--- config.mk ---
export PLATFORM = sky130hd
export DESIGN_NAME = time_update_irq
export DESIGN_NICKNAME = d
export VERILOG_FILES = /design/src/time_update_irq.v
export VERILOG_INCLUDE_DIRS = /design/src
export SDC_FILE = /design/constraint.sdc
export NUM_CORES = 1
export LEC_CHECK = 0
export BUFFER_PORTS_ARGS = -buffer_cell sky130_fd_sc_hd__buf_2
export CORE_ASPECT_RATIO = 1.75
export CORE_MARGIN = 4
export CORE_UTILIZATION = 43
export CTS_CLUSTER_SIZE = 14
export DETAILED_ROUTE_END_ITERATION = 12
export HOLD_SLACK_MARGIN = 0.05
export PLACE_DENSITY = 0.73
export SETUP_SLACK_MARGIN = 0.05
export SLEW_MARGIN = 10
export SYNTH_ARGS = -nofsm -noshare
export SYNTH_HDL_FRONTEND = slang
export SYNTH_SLANG_ARGS = --single-unit
--- constraint.sdc ---
create_clock -name clk -period 2.4 [get_ports clk]
set_input_delay 0.48 -clock clk [delete_from_list [all_inputs] [get_ports clk]]
set_output_delay 0.48 -clock clk [all_outputs]
set_load 0.005 [all_outputs]
--- src/time_update_irq_consts.vh ---
// Constants for the time update interrupt block
`ifndef TIME_UPDATE_IRQ_CONSTS_VH
`define TIME_UPDATE_IRQ_CONSTS_VH

// Clock and timing
`define CLK_PERIOD_NS        25
`define SECOND_NS            1000000000
`define IRQ_PULSE_TIME_NS    7182500
`define SECOND_CYCLES        (`SECOND_NS / `CLK_PERIOD_NS)
`define IRQ_PULSE_CYCLES     (`IRQ_PULSE_TIME_NS / `CLK_PERIOD_NS)
`define SECONDS_PER_MINUTE   6'h3C

// Register indices; byte address is four times the index
`define IDX_EXTENSION_CONTROL 8'h0D
`define IDX_EVENT_FLAGS       8'h0E
`define IDX_INTERRUPT_CONTROL 8'h0F
`define IDX_IRQ_STATUS        8'h10
`define IDX_IRQ_MASK          8'h11

// Extension control fields
`define EXT_UPDATE_SEL_BIT   5
`define EXT_RESET_VAL        8'h00

// Event flag fields
`define FLG_UPDATE_BIT       5

// Interrupt control fields
`define CTL_UPDATE_IE_BIT    5
`define CTL_SW_RESET_BIT     0
`define CTL_WRITE_MASK       8'hFD
`define CTL_RESET_VAL        8'h00

// Block interrupt status and mask fields
`define IST_UPDATE_BIT       0
`define IST_PULSE_END_BIT    1
`define IST_WIDTH            2
`define IST_RESET_VAL        2'h0
`define IMASK_RESET_VAL      2'h0

// AHB encodings
`define HTRANS_NONSEQ_BIT    1
`define HRESP_OKAY           1'h0

`endif

--- src/time_update_irq.v ---
// Time update interrupt block with AHB-Lite register slave
//
// What this block does
// Raise update event at second or minute boundary
// Select bit: 0 seconds, 1 minutes; readable
// Every update event sets the update flag
// Flag stays set until host writes zero
// Writing one to the flag is ignored
// Pull pin low only when enable is set
// Release low level after fixed pulse time
// Next event pulls low again if enabled
// Clearing flag releases the low level immediately
// Clearing enable releases the low level immediately
// Software reset bit suppresses all update events
// Clearing the enable bit cannot switch off event generation
// Other sources may still drive the pin
// Host clears enable before changing settings
// Protected bits ignore writes, read zero
// Pin is open drain, low when requested
`timescale 1ns/1ps
`include "time_update_irq_consts.vh"

module time_update_irq #(
    parameter SECOND_CYCLES    = `SECOND_CYCLES,
    parameter IRQ_PULSE_CYCLES = `IRQ_PULSE_CYCLES
) (
    input  wire        clk,
    input  wire        reset_n,
    input  wire        hsel,
    input  wire [31:0] haddr,
    input  wire [1:0]  htrans,
    input  wire        hwrite,
    input  wire [2:0]  hsize,
    input  wire [31:0] hwdata,
    input  wire        hready,
    output wire        hreadyout,
    output wire        hresp,
    output wire [31:0] hrdata,
    input  wire        other_irq_req,
    output wire        int_out,
    output wire        int_oe,
    output wire        irq
);

    // Timekeeping chain
    reg  [25:0] prescale_r;
    reg  [5:0]  second_r;
    wire        second_tick;
    wire        minute_tick;
    wire        update_event;

    // Registers
    reg  [7:0]  ext_ctrl_r;
    reg  [7:0]  int_ctrl_r;
    reg         update_flag_r;
    reg  [`IST_WIDTH-1:0] irq_status_r;
    reg  [`IST_WIDTH-1:0] irq_mask_r;

    // Pulse generator
    reg  [18:0] pulse_cnt_r;
    reg         pulse_active_r;
    reg         int_oe_r;

    // Bus slave state
    reg         dphase_r;
    reg         dwrite_r;
    reg  [7:0]  didx_r;
    reg         hreadyout_r;
    reg  [31:0] hrdata_r;

    wire        sw_reset;
    wire        update_sel;
    wire        update_ie;
    wire        addr_accept;
    wire        wr_commit;
    wire        wr_ext;
    wire        wr_flags;
    wire        wr_ctrl;
    wire        wr_status;
    wire        wr_mask;
    wire        flag_clear;
    wire        update_flag_nxt;
    wire        update_ie_nxt;
    wire        pulse_expired;
    wire        pulse_end;
    reg         pulse_active_nxt;
    reg  [18:0] pulse_cnt_nxt;
    reg  [31:0] rdata_nxt;

    assign sw_reset   = int_ctrl_r[`CTL_SW_RESET_BIT];
    assign update_sel = ext_ctrl_r[`EXT_UPDATE_SEL_BIT];
    assign update_ie  = int_ctrl_r[`CTL_UPDATE_IE_BIT];

    // ------------------------------------------------------------------
    // Timekeeping: one-cycle tick per second, seconds counted to a minute
    // ------------------------------------------------------------------
    assign second_tick = (prescale_r == SECOND_CYCLES - 1);
    assign minute_tick = second_tick && (second_r == `SECONDS_PER_MINUTE - 6'h01);

    // Chain held cleared while software reset is set, so no boundary occurs
    always @(posedge clk) begin
        if (!reset_n || sw_reset) begin
            prescale_r <= 26'h0000000;
            second_r   <= 6'h00;
        end else if (second_tick) begin
            prescale_r <= 26'h0000000;
            if (second_r == `SECONDS_PER_MINUTE - 6'h01) begin
                second_r <= 6'h00;
            end else begin
                second_r <= second_r + 6'h01;
            end
        end else begin
            prescale_r <= prescale_r + 26'h0000001;
        end
    end

    // Event fires regardless of enable; the enable only gates the pin
    assign update_event = !sw_reset && (update_sel ? minute_tick : second_tick);

    // ------------------------------------------------------------------
    // AHB-Lite slave: one wait state, then data phase completes
    // ------------------------------------------------------------------
    assign addr_accept = hsel && htrans[`HTRANS_NONSEQ_BIT] && hready;
    assign wr_commit   = dphase_r && dwrite_r;

    always @(posedge clk) begin
        if (!reset_n) begin
            dphase_r    <= 1'b0;
            dwrite_r    <= 1'b0;
            didx_r      <= 8'h00;
            hreadyout_r <= 1'b1;
        end else if (dphase_r) begin
            dphase_r    <= 1'b0;
            hreadyout_r <= 1'b1;
        end else if (addr_accept) begin
            dphase_r    <= 1'b1;
            dwrite_r    <= hwrite;
            didx_r      <= haddr[9:2];
            hreadyout_r <= 1'b0;
        end
    end

    // Whole-word registers only; unmapped words read zero, writes dropped
    assign wr_ext    = wr_commit && (didx_r == `IDX_EXTENSION_CONTROL);
    assign wr_flags  = wr_commit && (didx_r == `IDX_EVENT_FLAGS);
    assign wr_ctrl   = wr_commit && (didx_r == `IDX_INTERRUPT_CONTROL);
    assign wr_status = wr_commit && (didx_r == `IDX_IRQ_STATUS);
    assign wr_mask   = wr_commit && (didx_r == `IDX_IRQ_MASK);

    assign hreadyout = hreadyout_r;
    assign hresp     = `HRESP_OKAY;
    assign hrdata    = hrdata_r;

    // ------------------------------------------------------------------
    // Register writes
    // ------------------------------------------------------------------
    always @(posedge clk) begin
        if (!reset_n) begin
            ext_ctrl_r <= `EXT_RESET_VAL;
            int_ctrl_r <= `CTL_RESET_VAL;
            irq_mask_r <= `IMASK_RESET_VAL;
        end else begin
            if (wr_ext) begin
                ext_ctrl_r <= hwdata[7:0];
            end
            if (wr_ctrl) begin
                int_ctrl_r <= hwdata[7:0] & `CTL_WRITE_MASK;
            end
            if (wr_mask) begin
                irq_mask_r <= hwdata[`IST_WIDTH-1:0];
            end
        end
    end

    // Only a written zero clears; a written one has no effect
    assign flag_clear      = wr_flags && !hwdata[`FLG_UPDATE_BIT];
    // Set beats a clear landing in the same cycle
    assign update_flag_nxt = update_event ? 1'b1 : (flag_clear ? 1'b0 : update_flag_r);
    assign update_ie_nxt   = wr_ctrl ? hwdata[`CTL_UPDATE_IE_BIT] : update_ie;

    always @(posedge clk) begin
        if (!reset_n) begin
            update_flag_r <= 1'b0;
        end else begin
            update_flag_r <= update_flag_nxt;
        end
    end

    // ------------------------------------------------------------------
    // Pin pulse: loads on an enabled event, ends on timeout or cancel
    // ------------------------------------------------------------------
    assign pulse_expired = pulse_active_r && (pulse_cnt_r == 19'h00001);

    always @* begin
        pulse_active_nxt = pulse_active_r;
        pulse_cnt_nxt    = pulse_cnt_r;
        if (update_event && update_ie) begin
            // Restarts even if flag was never cleared
            pulse_active_nxt = 1'b1;
            pulse_cnt_nxt    = IRQ_PULSE_CYCLES[18:0];
        end else if (pulse_active_r) begin
            if (pulse_expired) begin
                pulse_active_nxt = 1'b0;
                pulse_cnt_nxt    = 19'h00000;
            end else begin
                pulse_cnt_nxt = pulse_cnt_r - 19'h00001;
            end
        end
        // Cancels act on the register value written this cycle
        if (!update_ie_nxt) begin
            pulse_active_nxt = 1'b0;
            pulse_cnt_nxt    = 19'h00000;
        end else if (update_flag_r && !update_flag_nxt) begin
            pulse_active_nxt = 1'b0;
            pulse_cnt_nxt    = 19'h00000;
        end
    end

    always @(posedge clk) begin
        if (!reset_n) begin
            pulse_active_r <= 1'b0;
            pulse_cnt_r    <= 19'h00000;
        end else begin
            pulse_active_r <= pulse_active_nxt;
            pulse_cnt_r    <= pulse_cnt_nxt;
        end
    end

    // Shared pin: this source or any other source pulls it low
    always @(posedge clk) begin
        if (!reset_n) begin
            int_oe_r <= 1'b0;
        end else begin
            int_oe_r <= pulse_active_nxt || other_irq_req;
        end
    end

    assign int_out = 1'b0;
    assign int_oe  = int_oe_r;

    // ------------------------------------------------------------------
    // Block interrupt: sticky status, write one to clear, set wins
    // ------------------------------------------------------------------
    assign pulse_end = pulse_expired && !(update_event && update_ie);

    always @(posedge clk) begin
        if (!reset_n) begin
            irq_status_r <= `IST_RESET_VAL;
        end else begin
            irq_status_r[`IST_UPDATE_BIT] <= update_event ||
                (irq_status_r[`IST_UPDATE_BIT] && !(wr_status && hwdata[`IST_UPDATE_BIT]));
            irq_status_r[`IST_PULSE_END_BIT] <= pulse_end ||
                (irq_status_r[`IST_PULSE_END_BIT] && !(wr_status && hwdata[`IST_PULSE_END_BIT]));
        end
    end

    assign irq = |(irq_status_r & irq_mask_r);

    // ------------------------------------------------------------------
    // Read mux; protected bits and absent sources read zero
    // ------------------------------------------------------------------
    always @* begin
        rdata_nxt = 32'h00000000;
        if (didx_r == `IDX_EXTENSION_CONTROL) begin
            rdata_nxt[7:0] = ext_ctrl_r;
        end else if (didx_r == `IDX_EVENT_FLAGS) begin
            rdata_nxt[`FLG_UPDATE_BIT] = update_flag_r;
        end else if (didx_r == `IDX_INTERRUPT_CONTROL) begin
            rdata_nxt[7:0] = int_ctrl_r;
        end else if (didx_r == `IDX_IRQ_STATUS) begin
            rdata_nxt[`IST_WIDTH-1:0] = irq_status_r;
        end else if (didx_r == `IDX_IRQ_MASK) begin
            rdata_nxt[`IST_WIDTH-1:0] = irq_mask_r;
        end
    end

    always @(posedge clk) begin
        if (!reset_n) begin
            hrdata_r <= 32'h00000000;
        end else if (dphase_r && !dwrite_r) begin
            hrdata_r <= rdata_nxt;
        end
    end

    // Size is not checked: only whole-word transfers are supported
    wire unused_ok = &{1'b0, hsize, haddr[31:10], haddr[1:0], hwdata[31:8]};

endmodule

* Word level (Yosys, flattened, before mapping)
Index checks and enable logic that the tools add are counted.
** Word-level totals
- Register bits after elaboration :: 92
- Bits of input ports :: 75
- Logic and storage cells :: 92
** Cells by class
- Add/sub/neg operators :: 3
- Eq/ne operators :: 8
- Muxes and demuxes :: 22
- Bitwise operators :: 4
- Reduce and logical (&&, ||, !) cells :: 39
** Operators by type and width (count)
- $mux 19 :: 3
- $add 26x1->26 const B :: 1
- $eq 26x26->1 const B :: 1
- $eq 8x4->1 const B :: 3
- $logic_and 1x1->1 :: 20
- $eq 19x1->1 const B :: 1
- $sub 19x1->19 const B :: 1
- $eq 8x5->1 const B :: 2
- $mux 6 :: 2
- $mux 1 :: 11
- $logic_not 1->1 :: 8
- $mux 2 :: 4
- $mux 8 :: 1
- $add 6x1->6 const B :: 1
- $eq 6x6->1 const B :: 1
- $reduce_or 2->1 :: 3
- $mux 5 :: 1
- $logic_or 1x1->1 :: 4
- $reduce_or 4->1 :: 1
- $not 1->1 :: 3
- $reduce_or 3->1 :: 1
- $and 2x2->2 :: 1
- $reduce_and 2->1 :: 1
- $reduce_bool 2->1 :: 1

* Logic depth before layout (Yosys ltp)
Gate-level depths: netlist of the first run.
- Depth after elaboration :: 10
- Gate-level depth with buffers :: 8
- Depth with buffers taken out :: 7

* Worst setup path before layout of the first run
No wires, ideal clock.
- Path type :: register to register
- From :: register didx_r[5]
- To :: register pulse_cnt_r[10]
- Setup time :: 64 ps
- Data arrival time :: 2085 ps
- Required time :: 2336 ps
- Setup slack :: 251 ps
- Stages on the path, launching flop included :: 7
- Clock period less this slack :: 2149 ps
- Cells stage by stage :: dfxtp_1 -> or3_4 -> nor4_4 -> mux2i_1 -> nand4b_1 -> buf_4 -> nor2_1
** On the way
- Cells in the longest elaborated chain, start to end :: 8
- Elaborated cells between the ends (all ways) :: 12
** RTL lines
- from (decl) :: line time_update_irq.v:67 : reg [7:0] didx_r;
- from (signal assigned) :: line time_update_irq.v:138 : didx_r <= haddr[9:2];
- $eq 8x4->1 (no source line)
- $logic_and 1x1->1 :: line time_update_irq.v:145 : assign wr_flags = wr_commit && (didx_r == `IDX_EVENT_FLAGS);
- $logic_and 1x1->1 :: line time_update_irq.v:176 : assign flag_clear = wr_flags && !hwdata[`FLG_UPDATE_BIT];
- $mux 1 (2 in a row) :: line time_update_irq.v:178 : assign update_flag_nxt = update_event ? 1'b1 : (flag_clear ? 1'b0 : update_flag_r);
- $logic_not 1->1 :: line time_update_irq.v:213 : end else if (update_flag_r && !update_flag_nxt) begin
- $logic_and 1x1->1 :: line time_update_irq.v:213
- $reduce_or 4->1 (no source line) (*)
- to (signal assigned) :: line time_update_irq.v:225 : pulse_cnt_r <= pulse_cnt_nxt;
- to (decl) :: line time_update_irq.v:60 : reg [18:0] pulse_cnt_r;
Mark *: on every way between the ends. The rest lies on a longest branch, timed or not.
A chain may end at the register's enable or synchronous reset.

* Final worst setup path of the first run
- From :: register pulse_cnt_r[5]
- To :: register pulse_cnt_r[14]
** On the way
- Cells in the longest elaborated chain, start to end :: 5
- Elaborated cells between the ends (all ways) :: 6
** RTL lines
- branches (longest 2 deep; another with $sub 19x1->19)
- $mux 19 (*) :: line time_update_irq.v:202 : if (pulse_expired) begin
- $mux 19 (*) :: line time_update_irq.v:201 : end else if (pulse_active_r) begin
- $mux 19 (*) :: line time_update_irq.v:197 : if (update_event && update_ie) begin
Mark *: on every way between the ends. The select of a mux whose other input is x is not followed.

==> run metrics, run 1 <==
R2R Setup Slk approximately 270 ps; mux share of post-synthesis cell area around 5.6%; fin. max-slew vios 0; DR pass1 iterations 4; row count 48; Syn Area/Cell 8.893 um2; synthesized flop and latch total 92; Psw between 0.6 and 0.7 mW; design area about 5000 um2; hold depth 3; # DRC 0; largest net degree at the start of global routing 36; Final setup viols 0; Reg clk slew, reported paths 70 ps; worst-path fanout max 5; CP required roughly 2600 ps; placed cell area around 4700 um2; Final Hold Fails 0; H-tree depth 3; Tot GR Track Use between 10% and 20%; antenna violations before repair 0; Synth cell types 52; crit start category flop; grt ovf 0; Post-Synth Adder-Cell Area between 1 and 1.5%; Syn. warnings 0; Critical Path Max Stage Delay 670 ps; Max Freq approximately 0.47 GHz; critical path type reg -> reg; slowest cell on the critical path or4_1; most frequent cells in the layout 92 x dfxtp_1, 53 x nor2_1, 52 x nand2_1; Core Area 9970 um2; clock tree buffer depth 2; Leak about 1.8 nW; Num CTS Buffers 9; post-synthesis compound-gate area fraction ~8%; Crit. End Element flop; final core utilization ~50%; crit path DAT 2340 ps; worst slew pin tran around 560 ps; vias between 3000 and 4000; RSZ-0062 raised after global routing false; vias in the first global route 3485; Synth Area in XOR/XNOR 7.863%; Final GP Congestion 0.8093; HP Class in -> reg; register area 1842 um2; sequential power share between 50% and 60%; Most used DFF post-synth dfxtp_1; P&R area growth vs syn 13.31%; EDFF count, synth 0; die width about 85 um; Tmin final around 2100 ps; RR Endpoint pulse_cnt_r[14]; Worst Reg-to-Reg Cells 5; Switching Fraction a little under a quarter; Clk network pwr share ~45%; Initial Util between 40% and 50%; Post-Route WL just over 9000 um; largest family of logic cells by synthesized area simple AND/OR/NAND/NOR gates; root buffer cell clkbuf_16; DP HPWL about 6800 um; fill count just over 900; internal power 2.297 mW; Mapped Area between 4000 and 5000 um2; CTS tree done; Hold EP int_oe; Port-buffer cells 33; setup TNS 0 ps; layout cell share with drive strength beyond 1 14.73%; clock skew ~8.2 ps; Final ANT Viol Nets 0; cells after synthesis approximately 500; First DRT Iteration DRCs about 170; VDD IR max 0.0004111 V; Post-Synth Simple-Gate Area approximately 30%; Top Ports between 100 and 150; Max-slew headroom between 60% and 70%; nets@finish 624; HP Start other_irq_req; # diodes 0; total die area roughly 12000 um2; commonest non-fill, non-tap cell in the layout dfxtp_1; worst skew pair latency 340 ps; Worst R2R Start pulse_cnt_r[5]; outcome finished clean; Die Y between 100 and 150 um; final worst-path cycle share 88.78%; power density cells between 500 and 600 nW/um2; post-DR wirelength/cell approximately 13 um; sequential area share after synthesis between 40% and 50%; vias per std cell about 5.2; ys async rst share 0%; first-pass GRT wire length about 15000 um; Clock Sinks 92; CP cell instances or4_1, nor4_2, nor2b_1, xnor2_1, a21oi_1; multi-input logic area 2450 um2; max cap viols 0; hold buffer count at CTS 0; Combinational Power Share 3.4%
-- synthesized netlist by cell type (2+ instances only) --
cell type	n	share of area, %
a21boi_0	10	1.7
nand3_1	23	2.6
nand4_1	11	1.5
dfxtp_1	92	41
or3_1	7	0.98
buf_4	27	4.5
nor3_1	8	0.90
nor2b_1	22	3.1
nor4bb_1	3	0.67
nor4b_1	4	0.79
xor2_1	21	4.1
nor2_1	53	4.5
nand4b_1	5	0.98
clkbuf_1	12	1.0
and4_1	4	0.79
xnor2_1	19	3.7
a31oi_1	2	0.28
nand3b_1	5	0.84
ha_1	4	1.1
inv_1	7	0.59
and3_1	2	0.28
nand2_1	52	4.4
nor4_1	8	1.1
mux2i_1	24	5.4
a21oi_1	20	2.2
nand2b_1	6	0.84
and2_1	8	1.1
nor4_2	4	1.1
o21ai_0	13	1.5
or4_1	3	0.51
-- through the flow --
| step | hold slack (ps) | cells | worst slack [ps] | power [mW] |
|---|---|---|---|---|
| after floorplan | 426.1 | 526 | 251.0 | 1.673 |
| after global placement | 442.0 | 659 | 225.4 | 1.684 |
| after detailed placement | 461.0 | 659 | 167.4 | 1.687 |
| after CTS | 364.2 | 675 | 162.5 | 3.024 |
| after global routing | 379.1 | 675 | 110.3 | 3.093 |
| final | 365.8 | 675 | 269.2 | 2.987 |
-- worst max-delay path: cells and delay by family, from the launching register on --
| family | cells | cell delay [ps] |
|---|---|---|
| AND/OR/NAND/NOR | 3 | 1450 |
| flip-flops | 1 | 340 |
| XOR/XNOR | 1 | 140 |
| AO/OA/AOI/OAI | 1 | 80 |
-- cells by family after synthesis --
group / count (synthesis)
adders and majority gates: 4
buffers and inverters: 47
DFF: 92
xor gates and xnor gates: 40
AOI/OAI and AO/OA: 53
other: 1
and+or+nand+nor: 239
muxes: 25
-- power groups by stage --
stage,registers [mW],clock network [mW],logic (mW)
after floorplan,1.58,0,0.0915
after detailed placement,1.58,0,0.102
final,1.55,1.33,0.102
after global routing,1.55,1.43,0.116
after global placement,1.58,0,0.0997
after CTS,1.55,1.37,0.103
-- registers in the layout (all words and copies together) (netlist names), 2 cells and up --
| register | cells |
|---|---|
| ext_ctrl_r | 8 |
| irq_mask_r | 2 |
| didx_r | 8 |
| second_r | 6 |
| prescale_r | 26 |
| int_ctrl_r | 7 |
| pulse_cnt_r | 19 |
| hrdata | 8 |
| irq_status_r | 2 |
-- metal layers --
| layer | global-route usage (%) | share of wire, % | vias to the layer above |
|---|---|---|---|
| met5 | 0 | 0 | - |
| met4 | 7.256 | 2.2 | 0 |
| met3 | 2.829 | 3.7 | 16 |
| met2 | 30.37 | 56 | 75 |
| met1 | 15.45 | 38 | 1661 |
| li1 | - | - | 1779 |
-- final cells by class --
type	instances	share of cell area [%]
multi-input cells	387	48.53
repair buffers	48	5.750
flip-flops and latches	92	36.48
well taps	125	3.098
clock buffers	9	4.461
inverters	7	0.5204
clock inverters	7	1.165
-- worst max path at each step --
stage,from,endpoint,depth (start not counted)
finish,pulse_cnt_r[5],pulse_cnt_r[14],5
global route,prescale_r[0],pulse_cnt_r[11],7
CTS,prescale_r[0],pulse_cnt_r[15],7
detailed placement,prescale_r[0],pulse_cnt_r[15],7
global placement,prescale_r[0],pulse_cnt_r[3],7
floorplan,didx_r[5],pulse_cnt_r[10],6
-- what timing repair did --
action | CTS | global route
setup buffers | 0 | 0
gates resized for setup | 0 | 2
setup endpoints to repair | 0 | 12
Power figures use the tool's default switching activity.
==> inputs of run 2 (changes only) <==
--- a/config.mk
+++ b/config.mk
@@ -13,6 +13,7 @@
 export CTS_CLUSTER_SIZE = 14
 export DETAILED_ROUTE_END_ITERATION = 12
 export HOLD_SLACK_MARGIN = 0.05
+export MAX_ROUTING_LAYER = met4
 export PLACE_DENSITY = 0.73
 export SETUP_SLACK_MARGIN = 0.05
 export SLEW_MARGIN = 10
==> constraint.sdc (replaced) <==
create_clock -name clk -period 2.4 [get_ports clk]
set_input_delay 0.12 -clock clk [delete_from_list [all_inputs] [get_ports clk]]
set_output_delay 0.12 -clock clk [all_outputs]
set_load 0.005 [all_outputs]
==> run metrics, run 2 (synthesis results as in run 1) <==
crit path DAT 2430 ps (+90 ps); Num CTS Buffers 9 (unchanged); clock tree buffer depth 2 (unchanged); RR Endpoint pulse_cnt_r[4]; Post-Route WL 9134 um (+0.36%); Initial Util 44.69% (unchanged); largest net degree at the start of global routing 38 (+5.6%); First DRT Iteration DRCs 125 (-26%); HP Start haddr[6]; max cap viols 0 (unchanged); nets@finish 635 (+1.8%); DP HPWL 6787 um (+0.13%); CTS tree done; R2R Setup Slk 240 ps (-30 ps); Crit. End Element flop; HP Class in -> reg; met2 usage 30.66% (+0.29 points); Port-buffer cells 33 (unchanged); power density cells 594.7 nW/um2 (+0.52%); Reg clk slew, reported paths 70 ps (about the same); most frequent cells in the layout 92 x dfxtp_1, 53 x nor2_1, 52 x nand2_1; Leak 1.831 nW (+3.3%); critical path type reg -> reg; # diodes 0 (unchanged); total die area 12120 um2 (unchanged); CP required 2670 ps (+60 ps); max FFs per register 26 (unchanged); Worst Reg-to-Reg Cells 6 (+1); VDD IR max 0.0004592 V (+12%); Die Y 142.7 um (unchanged); hold depth 3 (unchanged); Top Ports 112 (unchanged); Final ANT Viol Nets 0 (unchanged); Core Area 9970 um2 (unchanged); Tmin final 2160 ps (+29.08 ps); Largest regs prescale_r x26, pulse_cnt_r x19; Tot GR Track Use 16.19% (+0.62 points); vias in the first global route 3577 (+2.6%); worst skew pair latency 340 ps (about the same); commonest non-fill, non-tap cell in the layout dfxtp_1; GRT met1 Usage 15.88% (+0.43 points); # DRC 0 (unchanged); antenna violations before repair 0 (unchanged); outcome finished clean; layout cell share with drive strength beyond 1 14.62% (-0.11 points); GR peak layer met2; Clock Sinks 92 (unchanged); grt ovf 0 (unchanged); Max-slew headroom 62.47% (+0.13 points); Max Freq 0.4630 GHz (-1.3%); first-pass GRT wire length 15730 um (+1.6%); Final Hold Fails 0 (unchanged); row count 48 (unchanged); RSZ-0062 raised after global routing false; met3 GRT Util 2.483% (-0.35 points); H-tree depth 3 (unchanged); Final GP Congestion 0.8146 (+0.65%); P&R area growth vs syn 15.87%; vias 3550 (+0.54%); final worst-path cycle share 90.00% (+1.2 points); crit start category flop; root buffer cell clkbuf_16; DR pass1 iterations 4 (unchanged); largest reg by FF count prescale_r; worst slew pin tran 558.2 ps (-1.868 ps); Layout Cells excl Fill 686 (+1.6%); clock skew 9.163 ps (+0.9425 ps); die width 84.95 um (unchanged); Hold EP didx_r[4]; setup TNS 0 ps (unchanged); vias per std cell 5.175 (-1.1%); worst-path fanout max 11 (+6); Worst R2R Start prescale_r[4]; fin. max-slew vios 0 (unchanged); Final setup viols 0 (unchanged); post-DR wirelength/cell 13.31 um (-1.2%); placed insts 659 (unchanged)
run 2: cell types whose count changed in the layout (fill, tap and decap cells not counted), sizes merged:
cell and change:
dlygate4sd3 +10, buf +1, bufinv +1, clkinv +1, clkinvlp -1, inv -1
run 2: layout make-up:
class / count / area, um2
inverter: 7 / 26.28
multi-input combinational: 387 / 2441
fill: 931 / 4807
clock buffer: 9 / 225.2
timing repair buffer: 59 / 397.9
clock inverter: 7 / 73.82
sequential: 92 / 1842
tap: 125 / 156.4
run 2: metrics by stage:
stage                     total power [mW]  utilization (%)  instance area (um2)  worst slack (ps)  hold slack (ps)
final                                3.070            51.78                 5162             240.1            61.34
after global routing                 3.172            51.78                 5162             77.66            79.85
after CTS                            3.102            51.64                 5149             108.5            51.37
after detailed placement             1.686            47.64                 4750             124.4            350.6
after global placement               1.684            47.64                 4750             212.1            348.3
after floorplan                      1.673                -                 4549             251.0            247.0
run 2: worst max-delay path by stage:
stage,depth (start not counted),to,slack [ps],start
floorplan,6,pulse_cnt_r[10],250,didx_r[5]
global placement,7,pulse_cnt_r[12],210,prescale_r[0]
detailed placement,7,pulse_cnt_r[4],120,prescale_r[0]
CTS,7,pulse_cnt_r[4],110,prescale_r[0]
global route,5,second_r[2],80,prescale_r[14]
finish,6,pulse_cnt_r[4],240,prescale_r[4]
run 2: routing by layer:
layer / vias to the layer above / share of wire [%]
li1: 1804 / -
met5: - / 0
met1: 1658 / 39
met2: 73 / 56
met3: 15 / 3.1
met4: 0 / 1.8
run 2: what timing repair did:
item                                    in CTS  in global routing
hold endpoints to repair                    10                  0
hold buffers                                10                  0
endpoints found under the setup margin       0                 17
resized for setup                            0                  1
setup buffers                                0                  1
run 2: where the power goes:
group | leakage, nW | total [mW] | internal [mW] | switching (mW)
clock | 0.146 | 1.41 | 0.812 | 0.593
sequential | 0.743 | 1.55 | 1.54 | 0.0113
combinational | 0.942 | 0.115 | 0.0533 | 0.0614
total | 1.83 | 3.07 | 2.40 | 0.666
run 2: critical path, stage by stage (launching register included):
cell	delay [ps]
dfxtp_1	430
nand4_2	210
or4_4	630
o41ai_4	360
nand4b_1	130
buf_4	190
nor2_1	130
